**src/inc/bci_defs.svh**
```systemverilog
// Purpose: constants of the bar code command interpreter
// Assumes: 25 MHz reference clock
// Notes:   definitions only
`ifndef BCI_DEFS_SVH
`define BCI_DEFS_SVH
// ----------------------------------------------------------------
// timing
// ----------------------------------------------------------------
`define BCI_CLK_HZ      25000000
`define BCI_BAUD        2400
`define BCI_MIN_ELEM_US 150
`define BCI_MAX_ELEM_MS 70
`define BCI_MIN_ELEM_CYC ((`BCI_MIN_ELEM_US * (`BCI_CLK_HZ / 1000) + 999) / 1000)
`define BCI_MAX_ELEM_CYC (`BCI_MAX_ELEM_MS * (`BCI_CLK_HZ / 1000))
`define BCI_BIT_CYC     (`BCI_CLK_HZ / `BCI_BAUD)
// ----------------------------------------------------------------
// register map
// ----------------------------------------------------------------
`define BCI_OFS_CFG     12'h000
`define BCI_OFS_STAT    12'h004
`define BCI_SYM_RST     5'h1F
`define BCI_IND_RST     5'h1D
// ----------------------------------------------------------------
// link bytes
// ----------------------------------------------------------------
`define BCI_MARK        8'hF0
`define BCI_MARK_BEGIN  8'h04
`define BCI_MARK_END    8'h00
`define BCI_ESC         8'h1B
`define BCI_DASH        8'h2D
`define BCI_LOW_Y       8'h79
`define BCI_CR          8'h0D
`define BCI_STAR        8'h2A
`define BCI_DIG0        8'h30
`define BCI_DIG9        8'h39
`define BCI_CASE_BIT    5
`define BCI_SUPP_MASK   7'h0C
`define BCI_SUPP_HMASK  7'h18
`endif

```
**src/inc/bci_pkg.sv**
```systemverilog
// Purpose: types of the bar code command interpreter
// Assumes: nothing
// Notes:   constants stand in bci_defs.svh
package bci_pkg;
  typedef struct packed {
    logic       supp_en;
    logic [4:0] ind_sel;
    logic [4:0] sym_en;
  } bci_cfg_type;

  typedef enum logic [5:0] {
    P_ESC  = 6'h01,
    P_DASH = 6'h02,
    P_Y    = 6'h04,
    P_NUM  = 6'h08,
    P_DONE = 6'h10,
    P_BAD  = 6'h20
  } bci_pstate_type;

  typedef enum logic [2:0] {
    O_IDLE = 3'h1,
    O_CHAR = 3'h2,
    O_CR   = 3'h4
  } bci_ostate_type;
endpackage : bci_pkg

```
**src/bci_top.sv**
```systemverilog
// Purpose: wand decode, serial link and command parser
// Assumes: apb slave, one clock, synchronous reset
// Notes:   decodes code 39 digits in both directions
//
// Function
// - bar input high means dark, low means light
// - widths measured and decoded here; only characters leave
// - elements shorter than 150 us abort, longer than 70 ms end scan
// - link runs 2400 baud, odd parity, one stop bit, full duplex
// - symbology found from the pattern, no prior selection
// - forward and reverse scans both decode
// - supplements only after a forward main symbol; no supplement decode is built here
// - supplements rejected after reset until enabled; supp_en is only stored and never reaches the decode
// - begin marker F0 04 opens the command gateway
// - end marker F0 00 closes the command gateway
// - string must start with escape, hyphen, lowercase y
// - operand is one or two decimal digits
// - each command is operand then operator letter
// - lowercase operators chain, uppercase operator ends the sequence
// - lowercase and uppercase operators act the same
// - operator F enables exactly the symbologies set in operand
// - all symbologies enabled after reset
// - operator C sets the industrial selection bits
// - C with 0 deselects all, 3 selects full ascii code 39; ind_sel is only stored, nothing decodes full ascii
// - carriage return sent after each decoded label
`timescale 1ns/100ps
`include "bci_defs.svh"
module bci_top
  import bci_pkg::*;
#(
  parameter int MIN_CYC = `BCI_MIN_ELEM_CYC,
  parameter int MAX_CYC = `BCI_MAX_ELEM_CYC,
  parameter int BIT_CYC = `BCI_BIT_CYC,
  parameter int DEPTH   = 16
) (
  input  wire logic        ref_clk,
  input  wire logic        rst,
  input  wire logic        psel,
  input  wire logic        penable,
  input  wire logic        pwrite,
  input  wire logic [11:0] paddr,
  input  wire logic [31:0] pwdata,
  output logic      [31:0] prdata,
  output logic             pready,
  output logic             pslverr,
  input  wire logic        bar_in,
  input  wire logic        link_rxd,
  output logic             link_txd
);
  // ----------------------------------------------------------------
  // checks and helpers
  // ----------------------------------------------------------------
  if (BIT_CYC < 8 || MIN_CYC < 1 || MAX_CYC <= MIN_CYC || DEPTH < 4 || DEPTH > 64) begin : g_chk
    $error("bci_top: parameter out of range");
  end
  localparam int WW = $clog2(MAX_CYC + 1) + 4;
  localparam int BW = $clog2(BIT_CYC + 1);
  localparam int DW = $clog2(DEPTH);

  function automatic logic [7:0] c39(input logic [8:0] p);
    unique case (p)
      9'b000110100: c39 = 8'h30;
      9'b100100001: c39 = 8'h31;
      9'b001100001: c39 = 8'h32;
      9'b101100000: c39 = 8'h33;
      9'b000110001: c39 = 8'h34;
      9'b100110000: c39 = 8'h35;
      9'b001110000: c39 = 8'h36;
      9'b000100101: c39 = 8'h37;
      9'b100100100: c39 = 8'h38;
      9'b001100100: c39 = 8'h39;
      9'b010000101: c39 = 8'h2D;
      9'b010010100: c39 = `BCI_STAR;
      default:      c39 = 8'h00;
    endcase
  endfunction : c39

  function automatic logic is_digit(input logic [7:0] b);
    is_digit = (b >= `BCI_DIG0) && (b <= `BCI_DIG9);
  endfunction : is_digit

  // ----------------------------------------------------------------
  // pin synchronisers
  // ----------------------------------------------------------------
  logic [1:0] bar_sync;
  logic [1:0] rx_sync;
  always_ff @(posedge ref_clk) begin
    if (rst) begin
      bar_sync <= 2'h0;
      rx_sync  <= 2'h3;
    end else begin
      bar_sync <= {bar_sync[0], bar_in};
      rx_sync  <= {rx_sync[0], link_rxd};
    end
  end
  logic dark;
  assign dark = bar_sync[1];

  // ----------------------------------------------------------------
  // apb slave and settings
  // ----------------------------------------------------------------
  bci_cfg_type cfg;
  bci_cfg_type pend;
  logic        commit;
  logic        apb_wr;
  logic        hit_cfg;
  logic        hit_stat;
  logic        gate_open;
  logic        rev_seen;
  logic [7:0]  rx_last;
  logic        tx_busy;
  assign hit_cfg  = paddr == `BCI_OFS_CFG;
  assign hit_stat = paddr == `BCI_OFS_STAT;
  assign apb_wr   = psel && penable && pwrite && hit_cfg;
  assign pready   = 1'b1;
  always_ff @(posedge ref_clk) begin
    if (rst) begin
      cfg <= '{supp_en: 1'b0, ind_sel: `BCI_IND_RST, sym_en: `BCI_SYM_RST};
    end else if (apb_wr) begin
      cfg <= '{supp_en: pwdata[16], ind_sel: pwdata[12:8], sym_en: pwdata[4:0]};
    end else if (commit) begin
      cfg <= pend;
    end
  end
  always_ff @(posedge ref_clk) begin
    if (rst) begin
      prdata  <= 32'h0;
      pslverr <= 1'b0;
    end else begin
      pslverr <= psel && !penable && !(hit_cfg || hit_stat);
      if (psel && !penable && !pwrite && hit_cfg) begin
        prdata <= {15'h0, cfg.supp_en, 3'h0, cfg.ind_sel, 3'h0, cfg.sym_en};
      end else if (psel && !penable && !pwrite && hit_stat) begin
        prdata <= {16'h0, rx_last, 5'h0, rev_seen, gate_open, tx_busy};
      end else if (psel && !penable) begin
        prdata <= 32'h0;
      end
    end
  end

  // ----------------------------------------------------------------
  // serial receiver
  // ----------------------------------------------------------------
  logic [BW-1:0] rx_cnt;
  logic [3:0]    rx_bit;
  logic [9:0]    rx_sr;
  logic          rx_act;
  logic          rx_vld;
  logic [7:0]    rx_byte;
  always_ff @(posedge ref_clk) begin
    if (rst) begin
      rx_act  <= 1'b0;
      rx_cnt  <= '0;
      rx_bit  <= 4'h0;
      rx_sr   <= 10'h0;
      rx_vld  <= 1'b0;
      rx_byte <= 8'h0;
    end else begin
      rx_vld <= 1'b0;
      if (!rx_act) begin
        if (!rx_sync[1]) begin
          rx_act <= 1'b1;
          rx_cnt <= BW'(BIT_CYC / 2);
          rx_bit <= 4'h0;
        end
      end else if (rx_cnt != '0) begin
        rx_cnt <= rx_cnt - 1'b1;
      end else begin
        rx_cnt <= BW'(BIT_CYC - 1);
        rx_bit <= rx_bit + 4'h1;
        rx_sr  <= {rx_sync[1], rx_sr[9:1]};
        if (rx_bit == 4'h0 && rx_sync[1]) begin
          rx_act <= 1'b0;
        end else if (rx_bit == 4'hA) begin
          rx_act <= 1'b0;
          if (rx_sync[1] && (^rx_sr[9:1])) begin
            rx_vld  <= 1'b1;
            rx_byte <= rx_sr[8:1];
          end
        end
      end
    end
  end

  // ----------------------------------------------------------------
  // command gateway and parser
  // ----------------------------------------------------------------
  bci_pstate_type pst;
  logic           mark_seen;
  logic [1:0]     ndig;
  logic [6:0]     opnd;
  logic [7:0]     lc;
  assign lc = rx_byte | 8'h20;
  always_ff @(posedge ref_clk) begin
    if (rst) begin
      gate_open <= 1'b0;
      mark_seen <= 1'b0;
      rx_last   <= 8'h0;
    end else if (rx_vld) begin
      rx_last   <= rx_byte;
      mark_seen <= (rx_byte == `BCI_MARK) && !mark_seen;
      if (mark_seen && rx_byte == `BCI_MARK_BEGIN) begin
        gate_open <= 1'b1;
      end else if (mark_seen && rx_byte == `BCI_MARK_END) begin
        gate_open <= 1'b0;
      end
    end
  end
  always_ff @(posedge ref_clk) begin
    if (rst) begin
      pst    <= P_ESC;
      ndig   <= 2'h0;
      opnd   <= 7'h0;
      pend   <= '0;
      commit <= 1'b0;
    end else begin
      commit <= 1'b0;
      if (!gate_open || (rx_vld && mark_seen)) begin
        pst  <= P_ESC;
        pend <= cfg;
      end else if (rx_vld && rx_byte != `BCI_MARK) begin
        unique case (pst)
          P_ESC:  pst <= (rx_byte == `BCI_ESC) ? P_DASH : P_BAD;
          P_DASH: pst <= (rx_byte == `BCI_DASH) ? P_Y : P_BAD;
          P_Y: begin
            pst  <= (rx_byte == `BCI_LOW_Y) ? P_NUM : P_BAD;
            ndig <= 2'h0;
            opnd <= 7'h0;
          end
          P_NUM: begin
            if (is_digit(rx_byte)) begin
              ndig <= ndig + 2'h1;
              opnd <= 7'(opnd * 10 + rx_byte[3:0]);
              if (ndig == 2'h2) pst <= P_BAD;
            end else if (ndig == 2'h0) begin
              pst <= P_BAD;
            end else begin
              ndig <= 2'h0;
              opnd <= 7'h0;
              unique case (lc)
                8'h66: pend.sym_en <= opnd[4:0];
                8'h63: pend.ind_sel <= opnd[4:0];
                8'h75: pend.supp_en <= |(opnd & `BCI_SUPP_MASK);
                8'h68: pend.supp_en <= |(opnd & `BCI_SUPP_HMASK);
                8'h67, 8'h6C, 8'h6A, 8'h6B, 8'h73: ;
                default: pst <= P_BAD;
              endcase
              if (!rx_byte[`BCI_CASE_BIT] && (lc == 8'h66 || lc == 8'h63 || lc == 8'h75
                  || lc == 8'h68 || lc == 8'h67 || lc == 8'h6C || lc == 8'h6A
                  || lc == 8'h6B || lc == 8'h73)) begin
                pst    <= P_DONE;
                commit <= 1'b1;
              end
            end
          end
          P_DONE: pst <= P_DONE;
          P_BAD:  pst <= P_BAD;
          default: pst <= P_BAD;
        endcase
      end
    end
  end

  // ----------------------------------------------------------------
  // element width capture and decode
  // ----------------------------------------------------------------
  logic [WW-1:0] wcnt;
  logic [WW-1:0] wid [9];
  logic [3:0]    eidx;
  logic          scan;
  logic          last_dark;
  logic          dec_go;
  logic [WW+3:0] wsum;
  logic [8:0]    pat;
  logic [7:0]    ch_f;
  logic [7:0]    ch_r;
  logic [7:0]    buf_q [DEPTH];
  logic [DW:0]   nch;
  logic          reversed;
  logic          stars;
  logic          lbl_done;
  always_comb begin
    wsum = '0;
    for (int i = 0; i < 9; i++) wsum = wsum + (WW+4)'(wid[i]);
  end
  for (genvar g = 0; g < 9; g++) begin : g_pat
    assign pat[8-g] = ({wid[g], 3'h0} > wsum);
  end
  assign ch_f = c39(pat);
  assign ch_r = c39({pat[0], pat[1], pat[2], pat[3], pat[4], pat[5], pat[6], pat[7], pat[8]});
  always_ff @(posedge ref_clk) begin
    if (rst) begin
      wcnt      <= '0;
      eidx      <= 4'h0;
      scan      <= 1'b0;
      last_dark <= 1'b0;
      dec_go    <= 1'b0;
      for (int i = 0; i < 9; i++) wid[i] <= '0;
    end else begin
      last_dark <= dark;
      dec_go    <= 1'b0;
      if (dark != last_dark) begin
        wcnt <= '0;
        if (!scan && dark) begin
          scan <= 1'b1;
          eidx <= 4'h0;
        end else if (scan && wcnt < WW'(MIN_CYC)) begin
          scan <= 1'b0;
        end else if (scan) begin
          if (eidx < 4'h9) wid[eidx] <= wcnt;
          dec_go <= eidx == 4'h8;
          eidx   <= (eidx == 4'h9) ? 4'h0 : eidx + 4'h1;
        end
      end else if (wcnt >= WW'(MAX_CYC)) begin
        scan <= 1'b0;
      end else begin
        wcnt <= wcnt + 1'b1;
      end
    end
  end
  always_ff @(posedge ref_clk) begin
    if (rst) begin
      nch      <= '0;
      stars    <= 1'b0;
      reversed <= 1'b0;
      rev_seen <= 1'b0;
      lbl_done <= 1'b0;
      for (int i = 0; i < DEPTH; i++) buf_q[i] <= 8'h0;
    end else begin
      lbl_done <= 1'b0;
      if (!scan) begin
        stars <= 1'b0;
        nch   <= '0;
      end else if (dec_go && !cfg.sym_en[0]) begin
        stars <= 1'b0;
      end else if (dec_go && !stars) begin
        stars    <= (ch_f == `BCI_STAR) || (ch_r == `BCI_STAR);
        reversed <= ch_f != `BCI_STAR;
        nch      <= '0;
      end else if (dec_go) begin
        if ((reversed ? ch_r : ch_f) == `BCI_STAR) begin
          lbl_done <= nch != '0;
          rev_seen <= reversed;
          stars    <= 1'b0;
        end else if ((reversed ? ch_r : ch_f) == 8'h00 || nch == (DW+1)'(DEPTH)) begin
          stars <= 1'b0;
        end else begin
          buf_q[nch[DW-1:0]] <= reversed ? ch_r : ch_f;
          nch                <= nch + 1'b1;
        end
      end
    end
  end

  // ----------------------------------------------------------------
  // output sequencer and transmitter
  // ----------------------------------------------------------------
  bci_ostate_type ost;
  logic [DW:0]    onum;
  logic [DW:0]    oidx;
  logic           orev;
  logic [7:0]     txq [DEPTH];
  logic           tx_load;
  logic [7:0]     tx_data;
  logic [10:0]    tx_sr;
  logic [BW-1:0]  tx_cnt;
  logic [3:0]     tx_bit;
  assign tx_load = !tx_busy && ost != O_IDLE;
  assign tx_data = (ost == O_CR) ? `BCI_CR
                 : txq[orev ? DW'(onum - oidx - 1'b1) : oidx[DW-1:0]];
  always_ff @(posedge ref_clk) begin
    if (rst) begin
      ost  <= O_IDLE;
      onum <= '0;
      oidx <= '0;
      orev <= 1'b0;
      for (int i = 0; i < DEPTH; i++) txq[i] <= 8'h0;
    end else begin
      unique case (ost)
        O_IDLE: if (lbl_done) begin
          ost  <= O_CHAR;
          onum <= nch;
          oidx <= '0;
          orev <= reversed;
          for (int i = 0; i < DEPTH; i++) txq[i] <= buf_q[i];
        end
        O_CHAR: if (tx_load) begin
          oidx <= oidx + 1'b1;
          if (oidx + 1'b1 == onum) ost <= O_CR;
        end
        O_CR: if (tx_load) ost <= O_IDLE;
      endcase
    end
  end
  always_ff @(posedge ref_clk) begin
    if (rst) begin
      tx_busy  <= 1'b0;
      tx_sr    <= 11'h7FF;
      tx_cnt   <= '0;
      tx_bit   <= 4'h0;
      link_txd <= 1'b1;
    end else if (tx_load) begin
      tx_busy  <= 1'b1;
      tx_sr    <= {1'b1, ~^tx_data, tx_data, 1'b0};
      tx_cnt   <= BW'(BIT_CYC - 1);
      tx_bit   <= 4'h0;
      link_txd <= 1'b0;
    end else if (tx_busy) begin
      if (tx_cnt != '0) begin
        tx_cnt <= tx_cnt - 1'b1;
      end else begin
        tx_cnt   <= BW'(BIT_CYC - 1);
        tx_bit   <= tx_bit + 4'h1;
        tx_sr    <= {1'b1, tx_sr[10:1]};
        link_txd <= (tx_bit == 4'hA) ? 1'b1 : tx_sr[1];
        tx_busy  <= tx_bit != 4'hA;
      end
    end
  end

  // ----------------------------------------------------------------
  // assertions
  // ----------------------------------------------------------------
  property p_cfg_reset;
    @(posedge ref_clk) $past(rst) && !rst |-> cfg.sym_en == `BCI_SYM_RST && !cfg.supp_en;
  endproperty
  a_cfg_reset: assert property (p_cfg_reset) else $error("bad settings after reset");
  property p_supp_reset;
    @(posedge ref_clk) disable iff (rst) !cfg.supp_en && !apb_wr && !commit |=> !cfg.supp_en;
  endproperty
  a_supp_reset: assert property (p_supp_reset) else $error("supplement enabled unasked");
  property p_commit_only;
    @(posedge ref_clk) disable iff (rst) !$past(apb_wr) && cfg != $past(cfg) |-> $past(commit);
  endproperty
  a_commit_only: assert property (p_commit_only) else $error("settings changed early");
  property p_bad_quiet;
    @(posedge ref_clk) disable iff (rst) pst == P_BAD |=> !commit;
  endproperty
  a_bad_quiet: assert property (p_bad_quiet) else $error("discarded string committed");
  property p_gate_open;
    @(posedge ref_clk) disable iff (rst)
      rx_vld && mark_seen && rx_byte == `BCI_MARK_BEGIN |=> gate_open [*2];
  endproperty
  a_gate_open: assert property (p_gate_open) else $error("gateway not opened");
  property p_gate_close;
    @(posedge ref_clk) disable iff (rst)
      rx_vld && mark_seen && rx_byte == `BCI_MARK_END |=> !gate_open ##1 pst == P_ESC;
  endproperty
  a_gate_close: assert property (p_gate_close) else $error("gateway not closed");
  property p_tx_frame;
    @(posedge ref_clk) disable iff (rst)
      tx_load |=> !link_txd && (^tx_sr[9:1]) && tx_busy;
  endproperty
  a_tx_frame: assert property (p_tx_frame) else $error("bad start bit or parity");
  property p_cr_last;
    @(posedge ref_clk) disable iff (rst) ost == O_CR && tx_load |=> tx_sr[8:1] == `BCI_CR;
  endproperty
  a_cr_last: assert property (p_cr_last) else $error("missing carriage return");
  property p_short_abort;
    @(posedge ref_clk) disable iff (rst)
      scan && dark != last_dark && wcnt < WW'(MIN_CYC) |=> !scan;
  endproperty
  a_short_abort: assert property (p_short_abort) else $error("short element kept");
  c_commit:  cover property (@(posedge ref_clk) commit);
  c_label:   cover property (@(posedge ref_clk) lbl_done && reversed);
  c_discard: cover property (@(posedge ref_clk) pst == P_BAD && gate_open);
endmodule : bci_top

```
**config.mk**
```make
export PLATFORM = sky130hd
export DESIGN_NAME = bci_top
export DESIGN_NICKNAME = d
export VERILOG_FILES = /design/src/inc/bci_pkg.sv /design/src/bci_top.sv
export VERILOG_INCLUDE_DIRS = /design/src /design/src/inc
export SDC_FILE = /design/constraint.sdc
export NUM_CORES = 2
export LEC_CHECK = 0
export BUFFER_PORTS_ARGS = -buffer_cell sky130_fd_sc_hd__buf_2
export CAP_MARGIN = 0
export CORE_ASPECT_RATIO = 1.25
export CORE_MARGIN = 8
export CORE_UTILIZATION = 59
export CTS_BUF_LIST = sky130_fd_sc_hd__clkbuf_8
export CTS_CLUSTER_DIAMETER = 150
export DETAILED_ROUTE_END_ITERATION = 8
export PLACE_DENSITY_LB_ADDON = 0.3
export SLEW_MARGIN = 0
export SYNTH_ARGS = -nofsm -noshare
export SYNTH_HDL_FRONTEND = slang
export SYNTH_SLANG_ARGS = --single-unit
```
**constraint.sdc**
```tcl
create_clock -name ref_clk -period 8.8 [get_ports ref_clk]
set_input_delay 1.76 -clock ref_clk [delete_from_list [all_inputs] [get_ports ref_clk]]
set_output_delay 1.76 -clock ref_clk [all_outputs]
set_load 0.005 [all_outputs]
```
==> reports/qor.csv <==
stage,metric,value,unit
logic_synthesis,"flops & latches, synth",603,
critical_path,startpoint types,flip-flop,
critical_path,crit-path max cell delay,590,ps
route,WL/cell,22.7,um
grt,grt total ovfl,0,
timing,Slew headroom,0.0327,
cts,"Clk pin slew, worst setup/hold paths",70,ps
worst_hold_path,Worst Hold Class,flip-flop to flip-flop,
logic_synthesis,Synth area leader,edfxtp_1,
die,Die Area,71200,sq um
grt,vias in the first global route,29989,
route,post-route ant nets,0,
critical_path,CP endpoint kind,flip-flop,
placed_design,GPL Wtd Cong,1.00,
cts,# hold bufs at CTS,0,
logic_synthesis,ys async rst share,0,
timing,Max Slew Vio Count,0,
timing,Worst Skew,41.7,ps
cts,root buf cell,clkbuf_8,
timing,RSZ-0062 raised after global routing,yes,
logic_synthesis,Yosys warnings,0,
logic_synthesis,synth top area cells,"edfxtp_1 (34%), dfxtp_1 (10%), fa_1 (9.4%)",
cts,CTS max path bufs,3,
critical_path,Slowest cell on crit path,fa_1,
final_layout,share of layout cells above drive strength 1,0.248,
logic_synthesis,"Seq/Total Area, Yosys",0.438,
critical_path,CP bufs+invs,7,
placed_design,PortBufs,45,
status,outcome,"finished, violations left",
grt,largest net degree at the start of global routing,94,
critical_path,critical path class,flip-flop to flip-flop,
logic_synthesis,Synth Instances,3430,
route,WL final,111000,um
timing,Least-Margin Pin Slew,1450,ps
die,Die Width,240,um
grt,first-pass GRT wire length,166000,um
route,DR DRC count,0,
critical_path,WP data required,9290,ps
critical_path,largest delay contributor family on the critical path,compound AO/OA/AOI/OAI gates,
flow_run,max-cap viol count,0,
grt,GRT Total Usage,0.301,
timing,worst hold slack,416,ps
critical_path,WP data arrival,9600,ps
final_layout,"commonest cells after routing, fill and taps aside","buf_4 (514), edfxtp_1 (417), inv_1 (264)",
cts,total CTS buffers,95,
timing,fmax,0.110,GHz
logic_synthesis,number of flops mapped to enable cells by yosys,417,
logic_synthesis,Syn Std Cell Area,37100,sq um
die,IO Pins,86,
route,vias post-DR,29400,
critical_path,worst-path maximum fanout,8,
route,vias per cell,6.02,
final_layout,"most common cell after layout, fill and taps aside",buf_4,
timing,worst setup margin,-304,ps
die,die height,296,um
die,FP Rows,102,
cts,clock sinks,603,
cts,number of H-tree levels,3,
final_layout,P&R area growth vs syn,22.8,%
status,failing checks,negative setup slack,
timing,Final Hold Vio Count,0,
timing,final setup fails,196,
timing,crit path time final,9100,ps
placed_design,HPWL Detailed,77500,um
die,core area,62000,sq um
logic_synthesis,ys flop type,edfxtp_1,
final_layout,Nets,4456,
route,initial DRC count,2496,
cts,worst-skew pair later-pin latency,740,ps
timing,Final period util,1.03,
logic_synthesis,Syn Area/Cell,10.8,sq um
grt,initial antenna violation count,4,
cts,CTS tree,yes,
die,Starting Density,0.598,
route,drt pass-1 iters,6,
logic_synthesis,Synth top area share,0.338,
logic_synthesis,Synth cell types,92,
## worst register-to-register path, delay by kind of cell, from the launching register on
family,cells,cell delay (ps)
buffers and inverters,7,1130
flip-flops,1,420
AND/OR/NAND/NOR,8,1490
XOR/XNOR,1,100
AO/OA/AOI/OAI,16,2890
adder cells (fa/ha/maj),6,2830
## per-stage QoR
step                 util  setup TNS, ps  cells  cell area, sq um  setup WS (ps)
finish              0.734         -35560   4885             45500           -304
global route        0.734         -71680   4883             45500           -481
detailed placement  0.672        -165610   4659             41700          -1050
global placement    0.672        -172190   4659             41700          -1050
CTS                 0.718         -31160   4853             44500           -239
floorplan               -              0   3447             37100           43.1
## what timing repair did
item / CTS / global route
hold endpoints to repair: 0 / 0
pin swaps: 75 / 56
cloned: 2 / 2
resized for setup: 134 / 142
setup buffers: 17 / 30
setup endpoints to repair: 200 / 200
## per-layer routing
metal / part of all wire / track usage / vias up / wire, um
li1: - / - / 13360 / -
met1: 0.38 / 0.362 / 14426 / 41900
met2: 0.50 / 0.521 / 1318 / 54900
met3: 0.076 / 0.0533 / 294 / 8460
met4: 0.050 / 0.144 / 2 / 5530
met5: 0.000099 / 0 / - / 11
## kinds of logic after synthesis
kind of cell | share of synthesized area
DFF | 0.438
xor gates and xnor gates | 0.0246
other | 0.000203
and+or+nand+nor | 0.174
adders and majority gates | 0.182
buffers and inverters | 0.0483
AOI/OAI and AO/OA | 0.0992
muxes | 0.0328
## registers in the layout, summed over array words and instances, names as in the netlist, 4 cells and up
signal and flops:
tx_bit 4, rx_last 8, prdata 14, oidx 5
tx_sr 9, tx_cnt 14, eidx 4, pst 6
rx_bit 4, onum 5, nch 5, rx_cnt 14
rx_byte 8, pend 11, cfg 11, buf_q 96
wid 225, rx_sr 9, wcnt 25, txq 96
opnd 5
## area by class of cell
class,count,area (sq um)
Clock buffer,114,1570
Clock inverter,61,519
Multi-Input combinational cell,2413,20300
Inverter,246,923
Sequential cell,603,16200
Antenna cell,3,7.51
Fill cell,4238,16500
Timing Repair Buffer,613,4960
Tap cell,832,1040
## final timing paths
kind,from,end,slack (ps),depth (start not counted)
max,wid[2][3]$_SDFFCE_PN0P_,buf_q[12][5]$_SDFFCE_PN0P_,-300,38
min,rx_sync[0]$_SDFF_PP1_,rx_sync[1]$_SDFF_PP1_,420,1
max reg2reg,wid[2][3]$_SDFFCE_PN0P_,buf_q[12][5]$_SDFFCE_PN0P_,-300,38
min reg2reg,rx_sync[0]$_SDFF_PP1_,rx_sync[1]$_SDFF_PP1_,420,1
## cell usage after synthesis (63+ instances only)
| cell | count |
|---|---|
| inv_1 | 243 |
| clkbuf_1 | 136 |
| o21ai_0 | 93 |
| dfxtp_1 | 186 |
| edfxtp_1 | 417 |
| and2_1 | 250 |
| xnor2_1 | 63 |
| ha_1 | 258 |
| nand3_1 | 87 |
| nor2_1 | 217 |
| nor3_1 | 166 |
| a21oi_1 | 153 |
| fa_1 | 175 |
| nand2_1 | 195 |
Power is not shown: default switching activity piles up to over one toggle a cycle in this logic, so the estimate is an artifact.
